`src/ftm_pkg.sv`:
```
// Constants shared by the flow and temperature threshold monitor
package ftm_pkg;

  // ==========================================================
  // Widths
  localparam int FLOW_W = 10;
  localparam int TEMP_W = 9;
  localparam int DIV_W  = 2 * FLOW_W;

  // ==========================================================
  // Register byte offsets
  localparam logic [7:0] REG_CTRL      = 8'h00;
  localparam logic [7:0] REG_FLOW_LO   = 8'h04;
  localparam logic [7:0] REG_FLOW_HI   = 8'h08;
  localparam logic [7:0] REG_FLOW_SP   = 8'h0C;
  localparam logic [7:0] REG_FLOW_HYST = 8'h10;
  localparam logic [7:0] REG_TEMP_SP   = 8'h14;
  localparam logic [7:0] REG_STATUS    = 8'h18;
  localparam logic [7:0] REG_PDATA     = 8'h1C;
  localparam logic [7:0] REG_DISP      = 8'h20;

  // ==========================================================
  // Field positions
  localparam int CTRL_FACTORY  = 0;
  localparam int ST_FLOW       = 0;
  localparam int ST_TEMP       = 1;
  localparam int ST_FAULT      = 2;
  localparam int ST_HEAT       = 3;
  localparam int ST_LINK       = 4;
  localparam int ST_OPERATE    = 5;
  localparam int ST_DISP_TEMP  = 6;
  localparam int ST_TEACH      = 7;
  localparam int PD_FLOW_MSB   = 15;
  localparam int PD_FLOW_LSB   = 6;
  localparam int PD_FAULT_BIT  = 2;
  localparam int PD_TEMP_BIT   = 1;
  localparam int PD_FLOWO_BIT  = 0;

  // ==========================================================
  // Reset values and limits
  localparam logic [FLOW_W-1:0] FLOW_FULL     = 10'h3FF;
  localparam int                FLOW_SP_PCT   = 70;
  localparam logic [FLOW_W-1:0] FLOW_SP_RST   =
    FLOW_W'((1023 * FLOW_SP_PCT) / 100);
  localparam logic [FLOW_W-1:0] FLOW_LO_RST   = 10'h000;
  localparam logic [FLOW_W-1:0] FLOW_HI_RST   = 10'h3FF;
  localparam logic [FLOW_W-1:0] FLOW_HYST_RST = 10'h010;
  localparam logic [FLOW_W-1:0] FLOW_MIN_SPAN = 10'h020;
  localparam logic signed [TEMP_W-1:0] TEMP_SP_RST   = 9'h046;
  localparam logic signed [TEMP_W-1:0] TEMP_HYST     = 9'h002;
  localparam logic signed [TEMP_W-1:0] TEMP_DISP_MIN = 9'h1EA;
  localparam logic signed [TEMP_W-1:0] TEMP_DISP_MAX = 9'h0B3;
  localparam logic signed [TEMP_W-1:0] TEMP_OPER_MIN = 9'h1D6;
  localparam logic signed [TEMP_W-1:0] TEMP_OPER_MAX = 9'h0B8;

  // ==========================================================
  // Timing
  localparam int unsigned CLK_HZ      = 40000000;
  localparam int unsigned HEAT_FIX_S  = 10;
  localparam int unsigned HEAT_FIX_CYCLES = HEAT_FIX_S * CLK_HZ;

  // ==========================================================
  // Guided learning steps
  typedef enum logic [2:0] {
    T_IDLE, T_LO, T_HI, T_FSP, T_TSP
  } ftm_teach_t;

endpackage

```
`src/ftm_hyst.sv`:
```
// Switchpoint comparator with hysteresis below the switchpoint
`timescale 1ns/10ps
module ftm_hyst #(
  parameter int W = 11
) (
  input  wire logic                clk_i,
  input  wire logic                rst_i,
  input  wire logic                en_i,
  input  wire logic                gate_i,
  input  wire logic signed [W-1:0] val_i,
  input  wire logic signed [W-1:0] sp_i,
  input  wire logic signed [W-1:0] hyst_i,
  output logic                     on_o
);

  // ==========================================================
  // Release threshold
  // One extra bit so a low switchpoint minus hysteresis never wraps
  logic signed [W:0] rel_thr;
  assign rel_thr = {sp_i[W-1], sp_i} - {hyst_i[W-1], hyst_i};

  // ==========================================================
  // Output state
  always_ff @(posedge clk_i) begin
    if (rst_i || !gate_i) begin
      on_o <= 1'b0;
    end else if (en_i) begin
      if (val_i >= sp_i) begin
        on_o <= 1'b1;
      end else if ($signed({val_i[W-1], val_i}) < rel_thr) begin
        on_o <= 1'b0;
      end
    end
  end

endmodule

```
`src/ftm_monitor.sv`:
```
// Flow and temperature threshold monitor with process word and bus
// ==========================================================
`timescale 1ns/10ps
module ftm_monitor #(
  parameter int unsigned HEAT_FIX_CYCLES = ftm_pkg::HEAT_FIX_CYCLES,
  parameter bit          HAS_FLOW_SWITCH = 1'b1,
  parameter int          ERR_N           = 4
) (
  input  wire logic                         MCLK_I,
  input  wire logic                         RST_I,
  input  wire logic [7:0]                   ADR_I,
  input  wire logic [31:0]                  DAT_I,
  output logic      [31:0]                  DAT_O,
  input  wire logic                         WE_I,
  input  wire logic [3:0]                   SEL_I,
  input  wire logic                         STB_I,
  input  wire logic                         CYC_I,
  output logic                              ACK_O,
  input  wire logic [ftm_pkg::FLOW_W-1:0]   FLOW_RAW_I,
  input  wire logic signed [ftm_pkg::TEMP_W-1:0] TEMP_I,
  input  wire logic                         SAMPLE_I,
  input  wire logic                         BTN_ENTER_I,
  input  wire logic                         BTN_SET_I,
  input  wire logic                         BTN_MODE_I,
  input  wire logic                         SENSOR_PRESENT_I,
  input  wire logic                         SENSOR_STABLE_I,
  input  wire logic [ERR_N-1:0]             ERR_I,
  input  wire logic                         LINK_ACTIVE_I,
  input  wire logic                         LINK_OPERATE_I,
  output logic                              OUT_FLOW_O,
  output logic                              OUT_TEMP_O,
  output logic                              OUT_FAULT_O,
  output logic                              LINK_LINE_O,
  output logic      [15:0]                  PD_WORD_O,
  output logic                              PD_VALID_O,
  output logic                              DISP_TEMP_O,
  output logic      [ftm_pkg::FLOW_W-1:0]   DISP_VALUE_O,
  output logic                              HEATING_O
);

  localparam int FW    = ftm_pkg::FLOW_W;
  localparam int TW    = ftm_pkg::TEMP_W;
  localparam int DW    = ftm_pkg::DIV_W;
  localparam int PIN_N = 7 + ERR_N;
  localparam int HEAT_W = $clog2(HEAT_FIX_CYCLES + 1);

  // ==========================================================
  // Pin synchronisers
  logic [PIN_N-1:0] pin_s1_r;
  logic [PIN_N-1:0] pin_s2_r;
  logic [PIN_N-1:0] pin_d_r;

  always_ff @(posedge MCLK_I) begin
    if (RST_I) begin
      pin_s1_r <= '0;
      pin_s2_r <= '0;
      pin_d_r  <= '0;
    end else begin
      pin_s1_r <= {ERR_I, LINK_OPERATE_I, LINK_ACTIVE_I, SENSOR_STABLE_I,
                   SENSOR_PRESENT_I, BTN_MODE_I, BTN_SET_I, BTN_ENTER_I};
      pin_s2_r <= pin_s1_r;
      pin_d_r  <= pin_s2_r;
    end
  end

  logic btn_enter, btn_set, btn_mode, sens_present, sens_stable;
  logic link_active, link_operate, ext_err;
  logic enter_p, set_p, mode_p, present_p;
  assign btn_enter    = pin_s2_r[0];
  assign btn_set      = pin_s2_r[1];
  assign btn_mode     = pin_s2_r[2];
  assign sens_present = pin_s2_r[3];
  assign sens_stable  = pin_s2_r[4];
  assign link_active  = pin_s2_r[5];
  assign link_operate = pin_s2_r[6];
  assign ext_err      = |pin_s2_r[PIN_N-1:7];
  assign enter_p      = btn_enter & ~pin_d_r[0];
  assign set_p        = btn_set & ~pin_d_r[1];
  assign mode_p       = btn_mode & ~pin_d_r[2];
  assign present_p    = sens_present & ~pin_d_r[3];

  // ==========================================================
  // Heating phase
  logic              heating_r;
  logic [HEAT_W-1:0] heat_cnt_r;
  logic              fix_done;
  assign fix_done = heat_cnt_r == HEAT_W'(HEAT_FIX_CYCLES - 1);

  always_ff @(posedge MCLK_I) begin
    if (RST_I || present_p) begin
      heating_r  <= 1'b1;
      heat_cnt_r <= '0;
    end else if (heating_r) begin
      if (!fix_done) begin
        heat_cnt_r <= heat_cnt_r + HEAT_W'(1);
      end else if (sens_present && sens_stable) begin
        heating_r <= 1'b0;
      end
    end
  end

  // ==========================================================
  // Parameters and guided learning
  logic [FW-1:0]        flow_lo_r, flow_hi_r, flow_sp_r, flow_hyst_r;
  logic signed [TW-1:0] temp_sp_r;
  logic [FW-1:0]        flow_field_r;
  ftm_pkg::ftm_teach_t  teach_r;
  logic                 keys_ok, param_ok, abort, wr_acc, factory;
  logic [31:0]          rd_word, wr_word;

  // Keys still show values while the link holds parameters
  assign keys_ok  = ~heating_r & ~link_active;
  assign param_ok = ~heating_r;
  assign abort    = btn_set & btn_mode & (set_p | mode_p);
  assign wr_acc   = CYC_I & STB_I & WE_I & ~ACK_O & param_ok;
  assign factory  = wr_acc && ADR_I == ftm_pkg::REG_CTRL && SEL_I[0] &&
                    DAT_I[ftm_pkg::CTRL_FACTORY];

  function automatic logic [31:0] wb_merge(input logic [31:0] old,
                                           input logic [31:0] dat,
                                           input logic [3:0]  sel);
    logic [31:0] res;
    res = old;
    for (int i = 0; i < 4; i++) begin
      if (sel[i]) begin
        res[8*i +: 8] = dat[8*i +: 8];
      end
    end
    return res;
  endfunction

  assign wr_word = wb_merge(rd_word, DAT_I, SEL_I);

  always_ff @(posedge MCLK_I) begin
    if (RST_I || factory) begin
      flow_lo_r   <= ftm_pkg::FLOW_LO_RST;
      flow_hi_r   <= ftm_pkg::FLOW_HI_RST;
      flow_sp_r   <= ftm_pkg::FLOW_SP_RST;
      flow_hyst_r <= ftm_pkg::FLOW_HYST_RST;
      temp_sp_r   <= ftm_pkg::TEMP_SP_RST;
      teach_r     <= ftm_pkg::T_IDLE;
    end else if (wr_acc) begin
      case (ADR_I)
        ftm_pkg::REG_FLOW_LO:   flow_lo_r   <= wr_word[FW-1:0];
        ftm_pkg::REG_FLOW_HI:   flow_hi_r   <= wr_word[FW-1:0];
        ftm_pkg::REG_FLOW_SP:   flow_sp_r   <= wr_word[FW-1:0];
        ftm_pkg::REG_FLOW_HYST: flow_hyst_r <= wr_word[FW-1:0];
        ftm_pkg::REG_TEMP_SP:   temp_sp_r   <= wr_word[TW-1:0];
        default: ;
      endcase
    end else if (!keys_ok || abort) begin
      teach_r <= ftm_pkg::T_IDLE;
    end else begin
      case (teach_r)
        ftm_pkg::T_IDLE: begin
          if (mode_p) begin
            teach_r <= ftm_pkg::T_LO;
          end else if (enter_p && HAS_FLOW_SWITCH) begin
            flow_sp_r <= flow_field_r;
          end
        end
        ftm_pkg::T_LO: begin
          if (enter_p) begin
            flow_lo_r <= FLOW_RAW_I;
          end
          if (enter_p || set_p || mode_p) begin
            teach_r <= ftm_pkg::T_HI;
          end
        end
        ftm_pkg::T_HI: begin
          if (enter_p) begin
            flow_hi_r <= FLOW_RAW_I;
          end
          if (enter_p || set_p || mode_p) begin
            teach_r <= HAS_FLOW_SWITCH ? ftm_pkg::T_FSP : ftm_pkg::T_TSP;
          end
        end
        ftm_pkg::T_FSP: begin
          if (enter_p) begin
            flow_sp_r <= flow_field_r;
          end
          if (enter_p || set_p || mode_p) begin
            teach_r <= ftm_pkg::T_TSP;
          end
        end
        ftm_pkg::T_TSP: begin
          if (set_p && temp_sp_r < ftm_pkg::TEMP_DISP_MAX) begin
            temp_sp_r <= temp_sp_r + TW'(1);
          end else if (mode_p && temp_sp_r > ftm_pkg::TEMP_DISP_MIN) begin
            temp_sp_r <= temp_sp_r - TW'(1);
          end else if (enter_p) begin
            teach_r <= ftm_pkg::T_IDLE;
          end
        end
        default: teach_r <= ftm_pkg::T_IDLE;
      endcase
    end
  end

  // ==========================================================
  // Flow scaling over the display range
  // Serial divider: one result per sample, FW*2 cycles each
  logic [FW-1:0] span, flow_off;
  logic          span_bad;
  logic          div_busy_r, div_done_r;
  logic [4:0]    div_cnt_r;
  logic [DW-1:0] div_num_r, div_q_r;
  logic [FW:0]   div_rem_r, rem_sh;
  logic [FW-1:0] div_den_r;

  assign span     = flow_hi_r - flow_lo_r;
  assign span_bad = flow_hi_r <= flow_lo_r || span < ftm_pkg::FLOW_MIN_SPAN;
  assign flow_off = (FLOW_RAW_I <= flow_lo_r) ? '0 :
                    (FLOW_RAW_I >= flow_hi_r) ? span :
                    FLOW_RAW_I - flow_lo_r;
  assign rem_sh   = {div_rem_r[FW-1:0], div_num_r[DW-1]};

  always_ff @(posedge MCLK_I) begin
    if (RST_I) begin
      div_busy_r   <= 1'b0;
      div_done_r   <= 1'b0;
      div_cnt_r    <= '0;
      div_num_r    <= '0;
      div_q_r      <= '0;
      div_rem_r    <= '0;
      div_den_r    <= '0;
      flow_field_r <= '0;
    end else begin
      div_done_r <= 1'b0;
      if (!div_busy_r && SAMPLE_I) begin
        div_busy_r <= 1'b1;
        div_cnt_r  <= '0;
        div_num_r  <= DW'(flow_off) * DW'(ftm_pkg::FLOW_FULL);
        div_q_r    <= '0;
        div_rem_r  <= '0;
        div_den_r  <= span_bad ? FW'(1) : span;
      end else if (div_busy_r) begin
        div_num_r <= {div_num_r[DW-2:0], 1'b0};
        if (rem_sh >= {1'b0, div_den_r}) begin
          div_rem_r <= rem_sh - {1'b0, div_den_r};
          div_q_r   <= {div_q_r[DW-2:0], 1'b1};
        end else begin
          div_rem_r <= rem_sh;
          div_q_r   <= {div_q_r[DW-2:0], 1'b0};
        end
        div_cnt_r <= div_cnt_r + 5'h01;
        if (div_cnt_r == 5'(DW - 1)) begin
          div_busy_r <= 1'b0;
          div_done_r <= 1'b1;
        end
      end
      if (div_done_r) begin
        flow_field_r <= span_bad ? '0 :
                        (|div_q_r[DW-1:FW]) ? ftm_pkg::FLOW_FULL :
                        div_q_r[FW-1:0];
      end
    end
  end

  // ==========================================================
  // Switchpoint comparators
  logic                 flow_on, temp_on;
  logic signed [TW-1:0] temp_r;
  logic                 samp_d_r;

  always_ff @(posedge MCLK_I) begin
    if (RST_I) begin
      temp_r   <= '0;
      samp_d_r <= 1'b0;
    end else begin
      samp_d_r <= SAMPLE_I;
      if (SAMPLE_I) begin
        temp_r <= TEMP_I;
      end
    end
  end

  generate
    if (HAS_FLOW_SWITCH) begin : g_flow_sw
      // Compared on the scaled field, one cycle after it settles
      logic flow_upd_r;
      always_ff @(posedge MCLK_I) begin
        if (RST_I) begin
          flow_upd_r <= 1'b0;
        end else begin
          flow_upd_r <= div_done_r;
        end
      end
      ftm_hyst #(.W(FW + 1)) u_flow_hyst (
        .clk_i  (MCLK_I),
        .rst_i  (RST_I),
        .en_i   (flow_upd_r),
        .gate_i (~heating_r),
        .val_i  ({1'b0, flow_field_r}),
        .sp_i   ({1'b0, flow_sp_r}),
        .hyst_i ({1'b0, flow_hyst_r}),
        .on_o   (flow_on)
      );
    end else begin : g_flow_cur
      assign flow_on = 1'b0;
    end
  endgenerate

  ftm_hyst #(.W(TW)) u_temp_hyst (
    .clk_i  (MCLK_I),
    .rst_i  (RST_I),
    .en_i   (samp_d_r),
    .gate_i (~heating_r),
    .val_i  (temp_r),
    .sp_i   (temp_sp_r),
    .hyst_i (ftm_pkg::TEMP_HYST),
    .on_o   (temp_on)
  );

  // ==========================================================
  // Faults and output drive
  logic err_any;
  assign err_any = ext_err | span_bad |
                   temp_r > ftm_pkg::TEMP_OPER_MAX |
                   temp_r < ftm_pkg::TEMP_OPER_MIN;

  always_ff @(posedge MCLK_I) begin
    if (RST_I) begin
      OUT_FLOW_O  <= 1'b0;
      OUT_TEMP_O  <= 1'b0;
      OUT_FAULT_O <= 1'b0;
      LINK_LINE_O <= 1'b0;
      HEATING_O   <= 1'b1;
    end else begin
      OUT_FLOW_O  <= flow_on;
      OUT_TEMP_O  <= temp_on;
      OUT_FAULT_O <= ~err_any;
      LINK_LINE_O <= ~link_active & flow_on;
      HEATING_O   <= heating_r;
    end
  end

  // ==========================================================
  // Process word and display
  logic signed [TW-1:0] temp_clip;
  assign temp_clip = (temp_r < ftm_pkg::TEMP_DISP_MIN) ?
                     ftm_pkg::TEMP_DISP_MIN :
                     (temp_r > ftm_pkg::TEMP_DISP_MAX) ?
                     ftm_pkg::TEMP_DISP_MAX : temp_r;

  always_ff @(posedge MCLK_I) begin
    if (RST_I) begin
      PD_WORD_O    <= '0;
      PD_VALID_O   <= 1'b0;
      DISP_TEMP_O  <= 1'b0;
      DISP_VALUE_O <= '0;
    end else begin
      PD_WORD_O <= '0;
      PD_WORD_O[ftm_pkg::PD_FLOW_MSB:ftm_pkg::PD_FLOW_LSB] <=
        flow_field_r;
      PD_WORD_O[ftm_pkg::PD_FAULT_BIT] <= ~err_any;
      PD_WORD_O[ftm_pkg::PD_TEMP_BIT]  <= temp_on;
      PD_WORD_O[ftm_pkg::PD_FLOWO_BIT] <= flow_on;
      // Data only once the link has finished its parameter exchange
      PD_VALID_O  <= link_active & link_operate;
      DISP_TEMP_O <= btn_set & ~heating_r &
                     teach_r == ftm_pkg::T_IDLE;
      if (btn_set && !heating_r && teach_r == ftm_pkg::T_IDLE) begin
        DISP_VALUE_O <= FW'(temp_clip - ftm_pkg::TEMP_DISP_MIN);
      end else begin
        DISP_VALUE_O <= flow_field_r;
      end
    end
  end

  // ==========================================================
  // Wishbone slave
  always_comb begin
    rd_word = '0;
    case (ADR_I)
      ftm_pkg::REG_FLOW_LO:   rd_word[FW-1:0] = flow_lo_r;
      ftm_pkg::REG_FLOW_HI:   rd_word[FW-1:0] = flow_hi_r;
      ftm_pkg::REG_FLOW_SP:   rd_word[FW-1:0] = flow_sp_r;
      ftm_pkg::REG_FLOW_HYST: rd_word[FW-1:0] = flow_hyst_r;
      ftm_pkg::REG_TEMP_SP:   rd_word[TW-1:0] = temp_sp_r;
      ftm_pkg::REG_STATUS: begin
        rd_word[ftm_pkg::ST_FLOW]      = OUT_FLOW_O;
        rd_word[ftm_pkg::ST_TEMP]      = OUT_TEMP_O;
        rd_word[ftm_pkg::ST_FAULT]     = OUT_FAULT_O;
        rd_word[ftm_pkg::ST_HEAT]      = heating_r;
        rd_word[ftm_pkg::ST_LINK]      = link_active;
        rd_word[ftm_pkg::ST_OPERATE]   = link_operate;
        rd_word[ftm_pkg::ST_DISP_TEMP] = DISP_TEMP_O;
        rd_word[ftm_pkg::ST_TEACH]     = teach_r != ftm_pkg::T_IDLE;
      end
      ftm_pkg::REG_PDATA: rd_word[15:0] = PD_WORD_O;
      ftm_pkg::REG_DISP:  rd_word[FW-1:0] = DISP_VALUE_O;
      default: rd_word = '0;
    endcase
  end

  always_ff @(posedge MCLK_I) begin
    if (RST_I) begin
      ACK_O <= 1'b0;
      DAT_O <= '0;
    end else begin
      ACK_O <= CYC_I & STB_I & ~ACK_O;
      DAT_O <= (CYC_I && STB_I && !WE_I && !ACK_O) ? rd_word : '0;
    end
  end

endmodule

```
`config.mk`:
```
export PLATFORM = sky130hd
export DESIGN_NAME = ftm_monitor
export DESIGN_NICKNAME = d
export VERILOG_FILES = /design/src/ftm_pkg.sv /design/src/ftm_hyst.sv /design/src/ftm_monitor.sv
export SDC_FILE = /design/constraint.sdc
export NUM_CORES = 1
export LEC_CHECK = 0
export ABC_AREA = 1
export BUFFER_PORTS_ARGS = -buffer_cell sky130_fd_sc_hd__buf_2
export CAP_MARGIN = 20
export CORE_MARGIN = 1.5
export CORE_UTILIZATION = 53
export CTS_BUF_LIST = sky130_fd_sc_hd__clkbuf_2 sky130_fd_sc_hd__clkbuf_4 sky130_fd_sc_hd__clkbuf_8
export DETAILED_ROUTE_END_ITERATION = 7
export GPL_TIMING_DRIVEN = 0
export PLACE_DENSITY = 0.72
export SLEW_MARGIN = 20
export SYNTH_ARGS = -nofsm -noshare
export SYNTH_HDL_FRONTEND = slang
export SYNTH_SLANG_ARGS = --single-unit
```
`constraint.sdc`:
```
create_clock -name MCLK_I -period 8.9 [get_ports MCLK_I]
set_clock_uncertainty 0.15 [all_clocks]
set_input_delay 0.89 -clock MCLK_I [delete_from_list [all_inputs] [get_ports MCLK_I]]
set_output_delay 0.89 -clock MCLK_I [all_outputs]
set_load 0.1 [all_outputs]
```
==> flow_summary.toml <==
[setup_path]
cp_max_fo = 6
r2r-start = "flow_lo_r[0]"
criticalPathCategory = "reg2reg"
end_kind = "flop"
worstSetupStartpointType = "flop"
crit_start = "flow_lo_r[0]"
slowest_delay_ns = 0.60
path_delay_family = "adder cells"
cp_num_buf_inv = 4
regToRegSetupSlack_ns = 1.05
cp.required_ns = 9.23
worstPathArrival_ns = 8.18
cp_slowest_cell = "a2111oi_0"

[synth]
synthArstFlopShare_pct = 0
synth_compound_area_share_pct = 16.7
synthCells = 2221
syn_avg_cell_area_um2 = 7.33
synth-xor-area-share_pct = 2.90
synth_edf_count = 0
ys_warn_count = 0
yosys.area_share.adder_pct = 17.5
seq_area_frac_synth_pct = 29.7
yosysTopAreaCellShare_pct = 29.7
ys_types = 63
synth_mux_area_share_pct = 0
synth_top_area_cell = "dfxtp_1"
ys_ff_latch = 242
synth_top_flop_cell = "dfxtp_1"
synth_area_um2 = 16300
synth_top_family_by_area = "simple AND/OR/NAND/NOR gates"
synth_area_leaders = "dfxtp_1 (30%), ha_1 (12%), nand2_1 (9.2%)"
yosys.area_share.simple_pct = 22.3

[clocking]
clock_path_buffers = 3
clkTransAtPathRegs_ns = 0.06
cts.sinks = 242
cts_resized = 0
clock-root-buffer = "clkbuf_8"
cts.hold.buffers_added = 0
postCtsSetupBuffers = 0
cts_tree = "yes"
clk_latency_ns = 0.57
cts_max_level = 2
cts_buffers = 42

[sta]
setup_viol = 0
maxSlewViolCount = 0
slew_headroom_pct = 41.8
hold_violations = 0
finalSetupTns_ns = 0
period_needed_ns = 7.85
rsz0062_at_grt = "false"
fmax_mhz = 127
post-route-period-util_pct = 88.2
worstMarginPinSlew_ns = 0.866

[routing]
ant_nets = 0
via_per_inst = 5.52
wl_per_cell_um = 16.6
vias = 15500
dr.pass1.iters = 8
routed_wl_um = 46800
dr.first_iter.drc_count = 1303
drc = 1

[global_routing]
grt_pass1_wl_um = 74700
grt_max_degree = 13
grt_pass1_vias = 14800
antenna_found_initial = 2
grt_usage_pct = 29.8
overflow = 0

[final_layout]
design_area_um2 = 18200
multi_input_area_um2 = 9740
final_cell_count_no_fill = 2811
layout_common_cells = "nand2_1 (398), inv_1 (343), dfxtp_1 (242), a21oi_1 (197), nor2_1 (178)"
layout-drive-gt1-share_pct = 12.4
final_common_cell = "nand2_1"
area_delta_synth_final_pct = 12.0
nFillCells = 2929
finalNetCount = 2664
register_area_um2 = 4840

[placed_design]
placed_cells = 2736
globalplace.congestion = 1.01
postPlaceCellArea_um2 = 17400
io_buffer_count = 101
hpwlAfterDp_um = 37300

[run_status]
status = "finished, violations left"
violations = "design-rule violations"

[die]
core_area_um2 = 30400
dieArea_um2 = 31800
initial_core_util_pct = 53.5
fp.dieW_um = 178
ios = 146
fp.dieH_um = 178
num_rows = 64

[power]
p_per_area_nw_per_um2 = 267
p_leak_nw = 8.58
vdd_drop_max_v = 0.000708

[run]
cap_violations = 0

[worst_hold_path]
hold_path.class = "reg2reg"
hold_start = "pin_s1_r[9]"
==> state kept, by name (all words and copies together), names as in the netlist, 11 cells and up <==
name	cells
DAT_O	16
PD_WORD_O	13
div_num_r	20
div_q_r	20
heat_cnt_r	29
pin_s1_r	11
pin_s2_r	11
==> worst paths after layout <==
| check | to | cells past startpoint |
|---|---|---|
| setup reg to reg | div_num_r[19] | 31 |
| hold / removal | pin_s2_r[9] | 2 |
| hold reg to reg | pin_s2_r[9] | 2 |
| setup / recovery | div_num_r[19] | 31 |
==> Yosys cell counts (all sizes together), types with 2 or more instances <==
cell type,count
clkbuf,39
buf,42
o22ai,25
a211oi,6
nand2,410
a21o,5
nor2,187
nor3,55
nand3,90
a31oi,9
a22oi,17
nor4,12
nand4,42
xnor2,22
nand3b,4
inv,358
o41ai,8
o2111ai,2
o21ai,138
o21a,2
xor2,31
o221ai,4
a21oi,203
o31ai,2
o21bai,8
ha,154
a22o,2
fa,46
a21boi,6
o211ai,19
clkinv,2
dfxtp,242
a221oi,3
a32o,2
or2,16
==> per-stage QoR <==
stage	total power [mW]	hold WS, ns	utilization, %	setup slack [ns]
CTS	4.89	0.251	59.9	1.04
global placement	3.74	0.241	57.0	0.756
global route	5.31	0.268	59.9	0.436
floorplan	3.19	0.238	-	2.00
finish	4.86	0.254	59.9	1.05
detailed placement	3.81	0.246	57.0	0.662
==> cells by family after synthesis <==
group           after synthesis
compound gates              465
buf+inv                     441
xor+xnor                     53
fa+ha+maj                   200
other cells                   1
flops                       242
simple gates                819
==> worst register-to-register path, delay by kind of cell (launching register included) <==
kind            cells  cell delay (ns)
compound gates      6             1.50
simple gates       12             1.43
fa+ha+maj           8             3.40
flops               1             0.45
xor+xnor            1             0.34
buf+inv             4             0.51
==> routing by layer <==
metal	vias to the layer above	wire length (µm)	track usage [%]
met5	-	17	0
met1	7148	19700	38.2
li1	7638	-	-
met4	2	1780	11.8
met3	122	3550	4.60
met2	612	21700	50.1
==> layout make-up <==
| type | instances | area share [%] |
|---|---|---|
| Multi-Input combinational cell | 1556 | 53.4 |
| Sequential cell | 242 | 26.6 |
| Inverter | 360 | 7.41 |
| Clock buffer | 61 | 4.19 |
| Timing Repair Buffer | 101 | 2.77 |
| Tap cell | 396 | 2.72 |
| Buffer | 81 | 2.28 |
| Clock inverter | 13 | 0.618 |
| Antenna cell | 1 | 0.0137 |
==> report_power, final <==
part	leakage (nW)	switching (mW)	internal, mW	total (mW)
logic	6.15	1.66	0.976	2.64
registers	1.96	0.0270	1.13	1.16
clock network	0.466	0.482	0.586	1.07
Note: power is estimated with default switching activity, not from simulation.
